File: src/hw/dio_alarm_params.svh
// Purpose: constants for the 32-channel digital i/o block with alarm capture
// Assumes: byte-wide access at offsets 0..3 from the module base
// Notes: offsets are byte indexes within the module's four-byte window
`ifndef DIO_ALARM_PARAMS_SVH
`define DIO_ALARM_PARAMS_SVH
`define OFS_BYTE0 2'h0
`define OFS_BYTE1 2'h1
`define OFS_BYTE2 2'h2
`define OFS_ALARM 2'h3
`define ALARM_FLAG_LSB 0
`define ALARM_SNAP_LSB 4
`define ALARM_IN_LSB 4
`define ALARM_EN_LSB 0
`define ALARM_RESET 8'h00
`define OUT_RESET 32'h0000_0000
`endif

File: src/hw/dio_alarm_pkg.sv
// Purpose: types for the digital i/o alarm block
// Assumes: nothing beyond the constants header
// Notes: bus request and answer carried as structs
package dio_alarm_pkg;
	// cpu side byte request
	typedef struct packed
	{
		logic rd;
		logic wr;
		logic [1:0] ofs;
		logic [7:0] wdata;
	} bus_req_type;
	// read answer
	typedef struct packed
	{
		logic rvalid;
		logic [7:0] rdata;
	} bus_rsp_type;
endpackage

File: src/hw/input_sync.sv
// Purpose: two-stage synchroniser for the field input bits and the supply and mode pins
// Assumes: one core clock
// Notes: first stage read only by second stage
`timescale 1ns/100ps
module input_sync
(
	// clock and reset
	input wire logic core_clk,
	input wire logic reset,
	// raw and synchronised levels
	input wire logic [33:0] raw,
	output logic [33:0] sync
);
	// metastability stage
	logic [33:0] meta_r;
	logic [33:0] meta_nxt;
	logic [33:0] sync_r;
	logic [33:0] sync_nxt;
	// next values are simple shifts
	always_comb
	begin
		meta_nxt = raw;
		sync_nxt = meta_r;
	end
	// register both stages
	always_ff @(posedge core_clk or posedge reset)
	begin
		if (reset)
		begin
			meta_r <= 34'h0_0000_0000;
			sync_r <= 34'h0_0000_0000;
		end
		else
		begin
			meta_r <= meta_nxt;
			sync_r <= sync_nxt;
		end
	end
	assign sync = sync_r;
endmodule

File: src/hw/digital_io_alarm_capture.sv
// Purpose: 32 inputs and 32 outputs in four bytes each, optional alarm capture
// Assumes: cpu issues single-cycle byte reads and writes; pins are asynchronous
// Notes: mode and supply are pins, synchronised before use; restart is used unsynchronised
`timescale 1ns/100ps
`include "dio_alarm_params.svh"
module digital_io_alarm_capture
(
	// clock and reset
	input wire logic core_clk,
	input wire logic reset,
	// cpu byte bus
	input wire dio_alarm_pkg::bus_req_type bus_req,
	output dio_alarm_pkg::bus_rsp_type bus_rsp,
	// field pins and selectors
	input wire logic [31:0] field_in,
	input wire logic input_load_supply,
	input wire logic alarm_mode_on,
	input wire logic restart_active,
	// field outputs
	output logic [31:0] field_out,
	output logic [31:0] input_led,
	output logic alarm_pending
);
	// synchronised pins
	logic [33:0] sync_all;
	logic [31:0] in_s;
	logic supply_s;
	logic alarm_on_s;
	// restart is cpu-side logic, same clock
	logic [31:0] in_eff;
	// output latches
	logic [31:0] out_r;
	logic [31:0] out_nxt;
	// alarm byte and previous alarm input levels
	logic [7:0] alarm_r;
	logic [7:0] alarm_nxt;
	logic [3:0] prev_r;
	logic [3:0] prev_nxt;
	// read answer registers
	dio_alarm_pkg::bus_rsp_type rsp_r;
	dio_alarm_pkg::bus_rsp_type rsp_nxt;
	// indicator levels, registered so the led pins never glitch
	logic [31:0] led_r;
	logic [31:0] led_nxt;
	// pending summary kept in step with the flag bits
	logic pend_r;
	logic pend_nxt;
	// per-bit rising-edge hits
	logic [3:0] hit;
	logic [3:0] enable_bits;
	logic [3:0] alarm_inputs;

	input_sync input_sync_inst
	(
		.core_clk(core_clk),
		.reset(reset),
		.raw({alarm_mode_on, input_load_supply, field_in}),
		.sync(sync_all)
	);
	assign in_s = sync_all[31:0];
	assign supply_s = sync_all[32];
	assign alarm_on_s = sync_all[33];

	// pick one byte from a 32-bit word
	function automatic logic [7:0] pick_byte(input logic [31:0] w, input logic [1:0] idx);
		pick_byte = w[{idx, 3'b000} +: 8];
	endfunction

	// input gating by load supply
	always_comb
	begin
		in_eff = supply_s ? in_s : 32'h0000_0000;
		// leds follow the gated level, so they go dark with the supply
		led_nxt = in_eff;
	end

	// alarm enables live in output byte 2, inputs in input byte 2 upper nibble
	assign enable_bits = out_r[16 + `ALARM_EN_LSB +: 4];
	assign alarm_inputs = in_eff[16 + `ALARM_IN_LSB +: 4];

	// edge detection
	always_comb
	begin
		prev_nxt = alarm_inputs;
		hit = alarm_on_s ? (alarm_inputs & ~prev_r & enable_bits) : 4'h0;
	end

	// alarm byte next value: flag bits clear on read, snapshot kept, set beats clear
	always_comb
	begin
		alarm_nxt = alarm_r;
		if (bus_req.rd && bus_req.ofs == `OFS_ALARM && alarm_on_s)
			alarm_nxt[`ALARM_FLAG_LSB +: 4] = 4'h0;
		alarm_nxt[`ALARM_FLAG_LSB +: 4] = alarm_nxt[`ALARM_FLAG_LSB +: 4] | hit;
		if (hit[0])
			alarm_nxt[`ALARM_SNAP_LSB +: 4] = in_eff[3:0];
		// mode off holds nothing pending
		if (!alarm_on_s)
			alarm_nxt = `ALARM_RESET;
		// pending is taken from the value about to be stored,
		// so flag bits and the summary pin change on one edge
		pend_nxt = |alarm_nxt[`ALARM_FLAG_LSB +: 4];
	end

	// output byte writes
	always_comb
	begin
		out_nxt = out_r;
		if (bus_req.wr)
			out_nxt[{bus_req.ofs, 3'b000} +: 8] = bus_req.wdata;
	end

	// read answer
	always_comb
	begin
		rsp_nxt.rvalid = bus_req.rd;
		rsp_nxt.rdata = 8'h00;
		if (bus_req.rd)
		begin
			if (!alarm_on_s)
				rsp_nxt.rdata = pick_byte(in_eff, bus_req.ofs);
			else
			begin
				unique case (bus_req.ofs)
					`OFS_BYTE0: rsp_nxt.rdata = in_eff[7:0];
					`OFS_BYTE1: rsp_nxt.rdata = in_eff[15:8];
					`OFS_BYTE2: rsp_nxt.rdata = restart_active ? 8'h00 : in_eff[23:16];
					`OFS_ALARM: rsp_nxt.rdata = alarm_r;
				endcase
			end
		end
	end

	// output latches: only reset and byte writes change them, so plain use needs no setup write
	always_ff @(posedge core_clk or posedge reset)
	begin
		if (reset)
		begin
			// all outputs off, all alarm enables off
			out_r <= `OUT_RESET;
		end
		else
		begin
			// take the byte write, if any
			out_r <= out_nxt;
		end
	end

	// alarm byte and its pending summary move together
	always_ff @(posedge core_clk or posedge reset)
	begin
		if (reset)
		begin
			// nothing pending after reset
			alarm_r <= `ALARM_RESET;
			pend_r <= 1'b0;
		end
		else
		begin
			// set already beats read-clear inside alarm_nxt
			alarm_r <= alarm_nxt;
			pend_r <= pend_nxt;
		end
	end

	// last alarm input levels for edge detection
	// reset low matches idle inputs, so no false edge follows reset
	always_ff @(posedge core_clk or posedge reset)
	begin
		if (reset)
		begin
			prev_r <= 4'h0;
		end
		else
		begin
			prev_r <= prev_nxt;
		end
	end

	// read answer: one-cycle pulse, data stands with it
	always_ff @(posedge core_clk or posedge reset)
	begin
		if (reset)
		begin
			// no answer pending out of reset
			rsp_r <= '0;
		end
		else
		begin
			rsp_r <= rsp_nxt;
		end
	end

	// indicator levels, one cycle behind the gated inputs
	always_ff @(posedge core_clk or posedge reset)
	begin
		if (reset)
		begin
			// leds dark during reset
			led_r <= 32'h0000_0000;
		end
		else
		begin
			led_r <= led_nxt;
		end
	end

	// all data outputs straight from flip-flops
	assign field_out = out_r;
	assign bus_rsp = rsp_r;
	assign input_led = led_r;
	assign alarm_pending = pend_r;
endmodule

File: config.mk
export PLATFORM = sky130hd
export DESIGN_NAME = digital_io_alarm_capture
export DESIGN_NICKNAME = d
export VERILOG_FILES = /design/src/hw/dio_alarm_pkg.sv /design/src/hw/input_sync.sv /design/src/hw/digital_io_alarm_capture.sv
export VERILOG_INCLUDE_DIRS = /design/src /design/src/hw
export SDC_FILE = /design/constraint.sdc
export NUM_CORES = 1
export LEC_CHECK = 0
export ABC_AREA = 1
export BUFFER_PORTS_ARGS = -buffer_cell sky130_fd_sc_hd__buf_2
export CAP_MARGIN = 0
export CORE_UTILIZATION = 60
export CTS_BUF_LIST = sky130_fd_sc_hd__clkbuf_4
export DETAILED_ROUTE_END_ITERATION = 16
export GPL_ROUTABILITY_DRIVEN = 1
export GPL_TIMING_DRIVEN = 1
export PLACE_DENSITY = 0.84
export SYNTH_ARGS = -nofsm -noshare
export SYNTH_HDL_FRONTEND = slang
export SYNTH_HIERARCHICAL = 1
export SYNTH_SLANG_ARGS = --single-unit
File: constraint.sdc
create_clock -name core_clk -period 6.7 [get_ports core_clk]
set_input_delay 0.67 -clock core_clk [delete_from_list [all_inputs] [get_ports core_clk]]
set_output_delay 0.67 -clock core_clk [all_outputs]
set_load 0.01 [all_outputs]
Yosys cells after proc, flatten, opt, wreduce, memory -nomap -nowiden
Index checks and enable logic that the tools add are counted.
W data, S select, Z words.
{"block": "totals", "register_bits": 154, "latchBits": 0, "mem_bits_rw": 0, "mem_bits_ro": 0, "in_bits": 49, "wordCells": 36, "mem_count": 0}
{"block": "op_classes", "add_sub_neg": 1, "mul": 0, "div_mod_pow": 0, "magnitude_cmp": 0, "n_eq_ne": 4, "shifts": 3, "muxes": 10, "n_bitwise": 4, "reduce_logical": 4}
{"op": "$bwmux W32", "n": 1}
{"op": "$mux W32", "n": 1}
{"op": "$mux W8", "n": 4}
{"op": "$pmux W8 S4", "n": 1}
{"op": "$shift A8 B7 Y32 const A", "n": 1}
{"op": "$shiftx A32 B6 Y8", "n": 1}
{"op": "$shiftx A8 B7 Y32", "n": 1}
{"op": "$mux W4", "n": 3}
{"op": "$and A4 B4 Y4", "n": 2}
{"op": "$neg A5 Y7", "n": 1}
{"op": "$eq A2 B2 Y1 const B", "n": 2}
{"op": "$not A4 Y4", "n": 1}
{"op": "$or A4 B4 Y4", "n": 1}
{"op": "$reduce_or A4 Y1", "n": 1}
{"op": "$eq A2 B1 Y1 const B", "n": 1}
{"op": "$logic_and A1 B1 Y1", "n": 2}
{"op": "$logic_not A2 Y1", "n": 1}
{"op": "$ne A2 B2 Y1 const B", "n": 1}

Depth between registers and ports, before layout
Gate-level depths: netlist (run 1).
{"block": "depth", "word_depth": 7, "mapped_depth": 12}

By module
Netlist (run 1), hierarchy kept.
{"module": "digital_io_alarm_capture", "instances": 1, "cells_each": 436, "area_per_inst_um2": 3688.5, "seq_area_each_um2": 2052.0}
{"module": "input_sync", "instances": 1, "cells_each": 69, "area_per_inst_um2": 1705.4, "seq_area_each_um2": 1701.6}

Worst setup path after synthesis (run 1)
Ideal clock, no wire load.
{"block": "synth_timing", "path_type": "input-to-reg", "start": "input port bus_req[9] (netlist bit)", "end": "register rsp_r (netlist bit bus_rsp[5])", "setup_time_ns": 0.119, "t_arrival_ns": 1.980, "t_required_ns": 6.581, "path_slack_ns": 4.601, "path_stages": 11, "cell_sequence": "buf_2 clkinv_1 ha_1 buf_2 inv_2 buf_2 o21ai_1 inv_1 nand2_1 nand2_1 nor2_1"}
{"item": "start: declaration", "line_no": "digital_io_alarm_capture.sv:12", "text": "input wire dio_alarm_pkg::bus_req_type bus_req,"}
{"item": "end signal: assignment", "line_no": "digital_io_alarm_capture.sv:190", "text": "rsp_r <= rsp_nxt;"}
{"item": "end: declaration", "line_no": "digital_io_alarm_capture.sv:40", "text": "dio_alarm_pkg::bus_rsp_type rsp_r;"}

Final worst setup path (run 1)
{"block": "layout_timing", "start": "input port bus_req[9] (netlist bit)", "end": "register out_r[0], in the netlist field_out[0]"}
{"block": "layout_via", "elab_chain_cells": 3}
{"item": "$neg A5 Y7 (*)", "line_no": "digital_io_alarm_capture.sv:110", "text": "out_nxt[{bus_req.ofs, 3'b000} +: 8] = bus_req.wdata;"}
{"item": "$shiftx A8 B7 Y32 / $shift A8 B7 Y32 (equally long branches)", "line_no": "digital_io_alarm_capture.sv:110"}
{"item": "$bwmux W32 (*)", "line_no": "digital_io_alarm_capture.sv:110"}
{"item": "end signal: assignment", "line_no": "digital_io_alarm_capture.sv:140", "text": "out_r <= `OUT_RESET;"}
{"item": "end signal: assignment", "line_no": "digital_io_alarm_capture.sv:145", "text": "out_r <= out_nxt;"}
{"item": "end: declaration", "line_no": "digital_io_alarm_capture.sv:32", "text": "logic [31:0] out_r;"}
Every way passes the cells marked *; elsewhere a longest branch is shown, timed or not.
A chain may end at the register's enable or synchronous reset.

==> impl_summary.txt, run 1 <==
----------------------------------------------------
[STA]
  Transition time at the pin with the least slew margin ... 1.06 ns
  Final WS setup ... 4.49 ns
  Aggregate negative setup slack ... 0 ns
  Final min period ... 2.21 ns
  Upper clock frequency limit ... 453 MHz
  RSZ-0062 raised after global routing ... false
  Post-route clock skew ... between 0.015 and 0.02 ns
  Period Utilization, post-route ... 32.9%
  Number of max-slew violations in the final report ... 0
  Final hold viol count ... 0
  Setup violations, final ... 0
  Slew margin rel. ... 29.6%

[Layout]
  Combined flip-flop and latch cell area ... 0.00375 mm^2
  Design Area, Final ... around 0.0064 mm^2
  Number of fillers in the final layout ... 628
  Antenna Diode Count ... 0
  Utilization after layout ... around three quarters
  # nets final ... roughly 700
  Fraction of final layout cells sized beyond drive strength 1 ... 27.9%
  Area of the multi-input gates ... 0.00131 mm^2
  Synthesis-to-finish area growth ... 18.3%

[Clock tree]
  Clock latency at the later pin of the worst-skew pair ... between 0.5 and 0.6 ns
  Clock root buffer master ... clkbuf_4
  H-tree lvl count ... 4
  Post CTS Setup Buffer Count ... 0
  Maximum number of buffers from clock root to sink ... 2
  CTS Buf Count ... 17
  Number of sinks driven by the clock tree ... 150
  CTS resizes ... 0
  Hold buffer count at CTS ... 0
  Clock-pin transition on the worst setup and hold timing paths ... 0.13 ns
  TritonCTS clock tree ... yes

[Synth]
  Syn Nets ... about 560
  Biggest area consumer among synthesized cells ... dfrtp_1
  Mapped Avg Cell Area ... 10.7 um^2
  Share of the yosys chip area belonging to registers ... 69.6%
  Leading post-synthesis cells by instance count ... 150 x dfrtp_1, 145 x nand2_1, 51 x nand3_1, 49 x inv_1
  Async set or reset register ratio after synthesis ... 100%
  Library cell with the highest instance count after synthesis ... dfrtp_1
  Most frequently used flop master after synthesis ... dfrtp_1
  Area share of the leading cell type in the synthesized netlist ... 69.6%
  Post-synth design cell area ... 0.00539 mm^2
  Largest cells by area after synthesis ... dfrtp_1 70%, nand2_1 10%, nand3_1 4.7%
  Yosys synthesis warning count ... 6
  Unique cell type count in the Yosys netlist ... 23
  Flop and latch count out of synthesis ... 150
  Cell count after synthesis ... 505
  Number of enable-type register cells in the synthesized netlist ... 0

[Floorplanning]
  Floorplan Core Area ... 0.00872 mm^2
  Top-Level Pins ... 123
  Die Wd ... 96.8 um
  Initial cell density of the core ... roughly 60%
  Chip height ... 96.8 um
  Standard-cell row count ... 34
  Floorplan die area ... 0.00937 mm^2

[Flow run]
  Max cap viols ... 0

[Worst hold path]
  Number of cells traversed by the worst hold path ... 1
  Launch point of the worst hold path ... field_in[27]
  Hold Path Sink ... input_sync_inst/meta_r[27]
  Class of the tightest hold or removal check ... input port to register

[Setup path]
  Critical Path Source Type ... input port
  Crit path max fanout ... 26
  Category of the worst setup path capture point ... register
  RR Endpoint ... alarm_pending
  Class of the most critical setup path ... input port to register
  Worst-case register-to-register setup slack ... 5.08 ns
  Cells on worst reg2reg path ... 7
  Arrival @ worst endpoint ... 2.60 ns
  Data required time at the worst endpoint ... 7.09 ns
  Worst R2R Start ... input_sync_inst/sync[32]

[Route]
  Post-DRT Antenna Nets ... 0
  Total via count in the routed design ... around 4000
  Number of detailed-route iterations in the first pass ... 5
  Number of design-rule violations left by the first detailed-router iteration ... 366
  Routed len/inst ... roughly 16 um
  Drt total wl ... between 10000 and 15000 um
  Via count normalized by instance count ... 5.32
  Remaining design rule violation count ... 0

[Global route]
  Vias in the first global route ... 3818
  Pin count of the biggest net entering global routing ... 83
  Gr ovfl total ... 0
  All-layer global routing usage ... 26.7%
  Initial antenna violation count ... 0
  Global-route wire length before repair ... 19300 um

[Pwr]
  Total design power ... about 1800 uW
  Lkg Pwr ... 0.00355 uW
  VDD IR max ... 0.000173 V
  Total power density per cell area ... 275 mW/mm^2

[Place]
  Setup WS pre-CTS ... between 4 and 5 ns
  RePlAce Congestion ... approximately 0.86
  Dpl cell area ... 0.00606 mm^2
  Post-DP HPWL ... 8180 um
  Count of buffers from port buffering ... 122

[Run status]
  Outcome ... completed

----------------------------------------------------
[registers in the layout, indices dropped and copies added (netlist names)]
register,flops
alarm_pending,1
alarm_r,8
bus_rsp,9
field_out,32
input_led,32
input_sync_inst/meta_r,34
input_sync_inst/sync,34
[power breakdown]
group	switching [uW]	internal, uW	total (uW)
clock network	317	304	621
registers	21.1	953	974
logic	108	54.2	162
total	446	1310	1760
[layer usage]
layer	up-vias	GRT usage [%]	wire [um]
li1	1847	-	-
met1	1920	38.7	5170
met2	194	40.0	5590
met3	28	6.36	731
met4	0	9.87	283
met5	-	0	0
[through the flow]
stage,hold slack (ns),std cells
finish,0.238,750
global route,0.193,750
CTS,0.214,750
detailed placement,0.335,719
global placement,0.332,719
floorplan,0.331,505
[final cells by class]
type	count	share of cell area [%]
multi-input combinational	278	20.6
sequential	150	58.8
clock buffer	18	2.12
tap	108	2.12
timing repair buffer	125	9.92
clock inverter	13	3.00
inverter	58	3.47
[cells in the final DEF, fill, tap and decap left out, types with 8 or more instances in the layout]
master    instances
dfrtp_1         150
nand2_1         145
buf_2           122
nand3_1          51
inv_1            47
clkbuf_4         18
o21ai_0          15
nor2_1           15
a21oi_1          12
o31ai_1           9
o21ai_1           9
inv_2             8
o21ai_2           8
[cells by family after synthesis]
group	share of synthesized area (%)
flip-flops	69.6
adder cells (fa/ha/maj)	1.62
AND/OR/NAND/NOR	16.7
buffers and inverters	6.08
AO/OA/AOI/OAI	6.01
[critical path, cell delays in order]
cell      delay [ns]
buf_2           0.25
clkinv_1        0.41
ha_1            0.44
inv_2           0.39
nor3_2          0.07
nand3_1         0.24
o21ai_1         0.12
[worst max-delay path by stage]
| stage | start | to | cells past startpoint |
|---|---|---|---|
| 2_1_floorplan | reset | alarm_pending | 1 |
| 3_3_place_gp | bus_req[9] | field_out[6] | 7 |
| 3_5_place_dp | bus_req[9] | field_out[6] | 7 |
| 4_1_cts | bus_req[9] | field_out[0] | 7 |
| 5_1_grt | bus_req[9] | field_out[6] | 7 |
| 6_report | bus_req[9] | field_out[0] | 7 |
No activity file was read; power rests on OpenSTA's default activity.
==> run 2, diff against run 1 <==
--- a/config.mk
+++ b/config.mk
@@ -6,15 +6,15 @@
 export SDC_FILE = /design/constraint.sdc
 export NUM_CORES = 1
 export LEC_CHECK = 0
-export ABC_AREA = 1
+export ABC_AREA = 0
 export BUFFER_PORTS_ARGS = -buffer_cell sky130_fd_sc_hd__buf_2
 export CAP_MARGIN = 0
-export CORE_UTILIZATION = 60
+export CORE_UTILIZATION = 50
 export CTS_BUF_LIST = sky130_fd_sc_hd__clkbuf_4
 export DETAILED_ROUTE_END_ITERATION = 16
 export GPL_ROUTABILITY_DRIVEN = 1
 export GPL_TIMING_DRIVEN = 1
-export PLACE_DENSITY = 0.84
+export PLACE_DENSITY = 0.75
 export SYNTH_ARGS = -nofsm -noshare
 export SYNTH_HDL_FRONTEND = slang
 export SYNTH_HIERARCHICAL = 1
==> constraint.sdc (replaced) <==
create_clock -name core_clk -period 1.9 [get_ports core_clk]
set_input_delay 0.19 -clock core_clk [delete_from_list [all_inputs] [get_ports core_clk]]
set_output_delay 0.19 -clock core_clk [all_outputs]
set_load 0.01 [all_outputs]
==> impl_summary.txt, run 2 <==
----------------------------------------------------
[Run status]
  Outcome ... completed

[Setup path]
  Worst-case register-to-register setup slack ... 0.27 ns (-4.81 ns)
  Category of the worst setup path capture point ... register
  Crit path max fanout ... 27 (+3.8%)
  Critical Path Source Type ... register
  Cell Chain, Critical Path ... buf_4 > nand2_1 > mux4_2 > o2bb2ai_1
  Class of the most critical setup path ... register to register
  Gate family responsible for the most delay along the worst path ... multiplexers
  Data required time at the worst endpoint ... 2.36 ns (-4.73 ns)
  Critical path's slowest cell ... mux4_2
  Arrival @ worst endpoint ... 2.09 ns (-0.51 ns)
  Total buffers and inverters traversed by the critical path ... 1 (-2)
  Delay of the slowest cell on the worst path ... 0.47 ns (+0.03 ns)

[Synth]
  Number of enable-type register cells in the synthesized netlist ... 0 (unchanged)
  Flop and latch count out of synthesis ... 150 (unchanged)
  Share of the yosys chip area belonging to registers ... 71.7% (+2.1 points)
  Leading post-synthesis cells by instance count ... 150 x dfrtp_1, 32 x a22o_1, 22 x and2_1, 20 x nand2_1, 17 x inv_1
  Mapped Avg Cell Area ... 15.1 um^2 (+41%)
  Fraction of the mapped netlist area in simple logic gates ... 9.34% (-7.4 points)
  Biggest area consumer among synthesized cells ... dfrtp_1
  Largest cells by area after synthesis ... dfrtp_1 72%, a22o_1 5.4%, and2_1 2.6%
  Fraction of the mapped netlist area in compound gates ... 10.5% (+4.5 points)
  Syn Nets ... 403 (-28%)
  Async set or reset register ratio after synthesis ... 100% (unchanged)
  Unique cell type count in the Yosys netlist ... 37 (+61%)
  Multiplexer fraction of the synthesized cell area ... 4.20% (+4.2 points)
  Area share of the leading cell type in the synthesized netlist ... 71.7% (+2.1 points)
  Most frequently used flop master after synthesis ... dfrtp_1
  Cell count after synthesis ... 347 (-31%)
  Library cell with the highest instance count after synthesis ... dfrtp_1
  Adder-cell area share of the yosys netlist ... 1.67% (+0.048 points)
  Largest family of logic cells by synthesized area ... compound AO/OA/AOI/OAI gates
  Yosys synthesis warning count ... 6 (unchanged)
  Post-synth design cell area ... 0.00524 mm^2 (-2.9%)
  Xor-xnor portion of the synthesized cell area ... 0% (unchanged)

[Route]
  Drt total wl ... 11100 um (-5.8%)
  Remaining design rule violation count ... 0 (unchanged)
  Number of design-rule violations left by the first detailed-router iteration ... 159 (-57%)
  Post-DRT Antenna Nets ... 0 (unchanged)
  Routed len/inst ... 16.3 um (+3.9%)
  Via count normalized by instance count ... 5.06 (-4.8%)
  Total via count in the routed design ... 3442 (-14%)
  Number of detailed-route iterations in the first pass ... 4 (-1)

[Clock tree]
  Clock-pin transition on the worst setup and hold timing paths ... 0.12 ns (about the same)
  Maximum number of buffers from clock root to sink ... 2 (unchanged)
  H-tree lvl count ... 4 (unchanged)
  Number of sinks driven by the clock tree ... 150 (unchanged)
  Clock latency at the later pin of the worst-skew pair ... 0.53 ns (about the same)
  TritonCTS clock tree ... yes
  Post CTS Setup Buffer Count ... 0 (unchanged)
  Hold buffer count at CTS ... 44 (+44)
  CTS Buf Count ... 17 (unchanged)
  Clock root buffer master ... clkbuf_4
  CTS resizes ... 0 (unchanged)

[STA]
  Upper clock frequency limit ... 615 MHz
  Number of max-slew violations in the final report ... 0 (unchanged)
  Final hold viol count ... 0 (unchanged)
  Slew margin rel. ... 64.2% (+35 points)
  Aggregate negative setup slack ... 0 ns (unchanged)
  Transition time at the pin with the least slew margin ... 0.533 ns (-0.524 ns)
  Setup violations, final ... 0 (unchanged)
  Post-route clock skew ... 0.0168 ns (-0.000700 ns)
  Period Utilization, post-route ... 85.6%
  RSZ-0062 raised after global routing ... false
  Final min period ... 1.63 ns

[Pwr]
  Share of power burned in combinational logic ... 10.4% (+1.2 points)
  VDD IR max ... 0.000483 V (+180%)
  Power share of the clock group ... 31.6% (-3.7 points)
  Total power density per cell area ... 876 mW/mm^2 (+220%)
  Switching share of total power ... 25.0% (-0.35 points)
  Flop pwr share ... 58.0% (+2.6 points)
  Total design power ... 5940 uW (+240%)
  Internal power ... 4460 uW (+240%)
  Lkg Pwr ... 0.00349 uW (-1.7%)
  Sw power ... 1490 uW (+230%)

[Floorplanning]
  Die Wd ... 104 um (+7.8%)
  Chip height ... 104 um (+7.8%)
  Initial cell density of the core ... 52.6% (-9.2 points)
  Standard-cell row count ... 36 (+5.9%)
  Top-Level Pins ... 123 (unchanged)
  Floorplan Core Area ... 0.00995 mm^2 (+14%)
  Floorplan die area ... 0.0109 mm^2 (+16%)

[Layout]
  # nets final ... 590 (-14%)
  Most frequent cells in the layout ... 150 x dfrtp_1, 122 x buf_2, 44 x dlygate4sd3_1, 32 x a22o_1, 22 x and2_1
  Antenna Diode Count ... 0 (unchanged)
  Synthesis-to-finish area growth ... 29.6%
  Most frequent standard cell in the layout excluding fill and tap cells ... dfrtp_1
  Count of non-filler cells in the finished layout ... 680 (-9.3%)
  Design Area, Final ... 0.00679 mm^2 (+6.4%)
  Fraction of final layout cells sized beyond drive strength 1 ... 32.9% (+5.0 points)

[Global route]
  Pin count of the biggest net entering global routing ... 83 (unchanged)
  Gr ovfl total ... 0 (unchanged)
  Initial antenna violation count ... 0 (unchanged)
  All-layer global routing usage ... 22.7% (-4.0 points)
  Met1 track utilization from global routing ... 29.4% (-9.3 points)
  GR Util met2 ... 36.6% (-3.5 points)
  Routing usage on met3 ... 6.45% (+0.095 points)
  Vias in the first global route ... 3643 (-4.6%)
  Busiest grt layer ... met2
  Global-route wire length before repair ... 18600 um (-3.7%)

[Place]
  Post-DP HPWL ... 7520 um (-8.1%)
  Count of buffers from port buffering ... 122 (unchanged)
  RePlAce Congestion ... 0.849 (-1.4%)
  Dpl cell area ... 0.00607 mm^2 (+0.25%)
  Count of placed standard cells including taps ... 604 (-16%)

[Flow run]
  Max cap viols ... 0 (unchanged)

[Worst hold path]
  Class of the tightest hold or removal check ... input port to register

----------------------------------------------------
run 2: changes by cell type in the layout (fill, tap and decap cells not counted), moves of 22 or more:
cell | before | now
dlygate4sd3_1 | 0 | 44
and2_1 | 0 | 22
nand2_1 | 145 | 20
a22o_1 | 0 | 32
inv_1 | 47 | 15
nand3_1 | 51 | 5
run 2: logic make-up after synthesis:
logic type,after synthesis
DFF,150
muxes,15
and+or+nand+nor,74
buffers and inverters,29
AOI/OAI and AO/OA,72
adders and majority gates,7
run 2: per-stage QoR:
step                      hold WS (ns)  utilization, %  setup WS, ns
after floorplan                  0.221               -         0.447
after global placement           0.298            61.0         0.227
after detailed placement         0.299            61.0         0.126
after CTS                        0.134            68.2         0.269
after global routing             0.147            68.2         0.195
final                            0.162            68.2         0.273
run 2: final cells by class:
class                      count  area [um^2]
fill                         707         3170
multi-input combinational    168         1350
clock buffer                  19          143
sequential                   150         3750
inverter                      19         78.8
timing repair buffer         178         1170
clock inverter                13          134
tap                          133          166
run 2: power by group through the flow:
stage	clock [uW]	combinational, uW	sequential [uW]
after floorplan	0	258	3530
after global placement	0	537	3500
after detailed placement	0	554	3510
after CTS	1930	624	3450
after global routing	2100	680	3470
final	1880	617	3450
run 2: final timing paths:
path                                            start                        to  cells after the start
min reg2reg                input_sync_inst/meta_r[32]  input_sync_inst/sync[32]                      0
max                          input_sync_inst/sync[32]                bus_rsp[2]                      4
min in group asynchronous                       reset  input_sync_inst/sync[23]                      4
min                                    restart_active                bus_rsp[4]                      4
max reg2reg                  input_sync_inst/sync[32]                bus_rsp[2]                      4
max in group asynchronous                       reset              input_led[6]                      4
run 2: metal layers:
metal / up-vias / wire, um
met1: 1685 / 4670
li1: 1599 / -
met2: 135 / 5560
met5: - / 0
met3: 23 / 634
met4: 0 / 223
run 2: tightest hold or removal path, stage by stage:
cell      delay, ns
buf_2          0.11
and3b_1        0.17
o21ai_0        0.13
a211oi_1       0.07
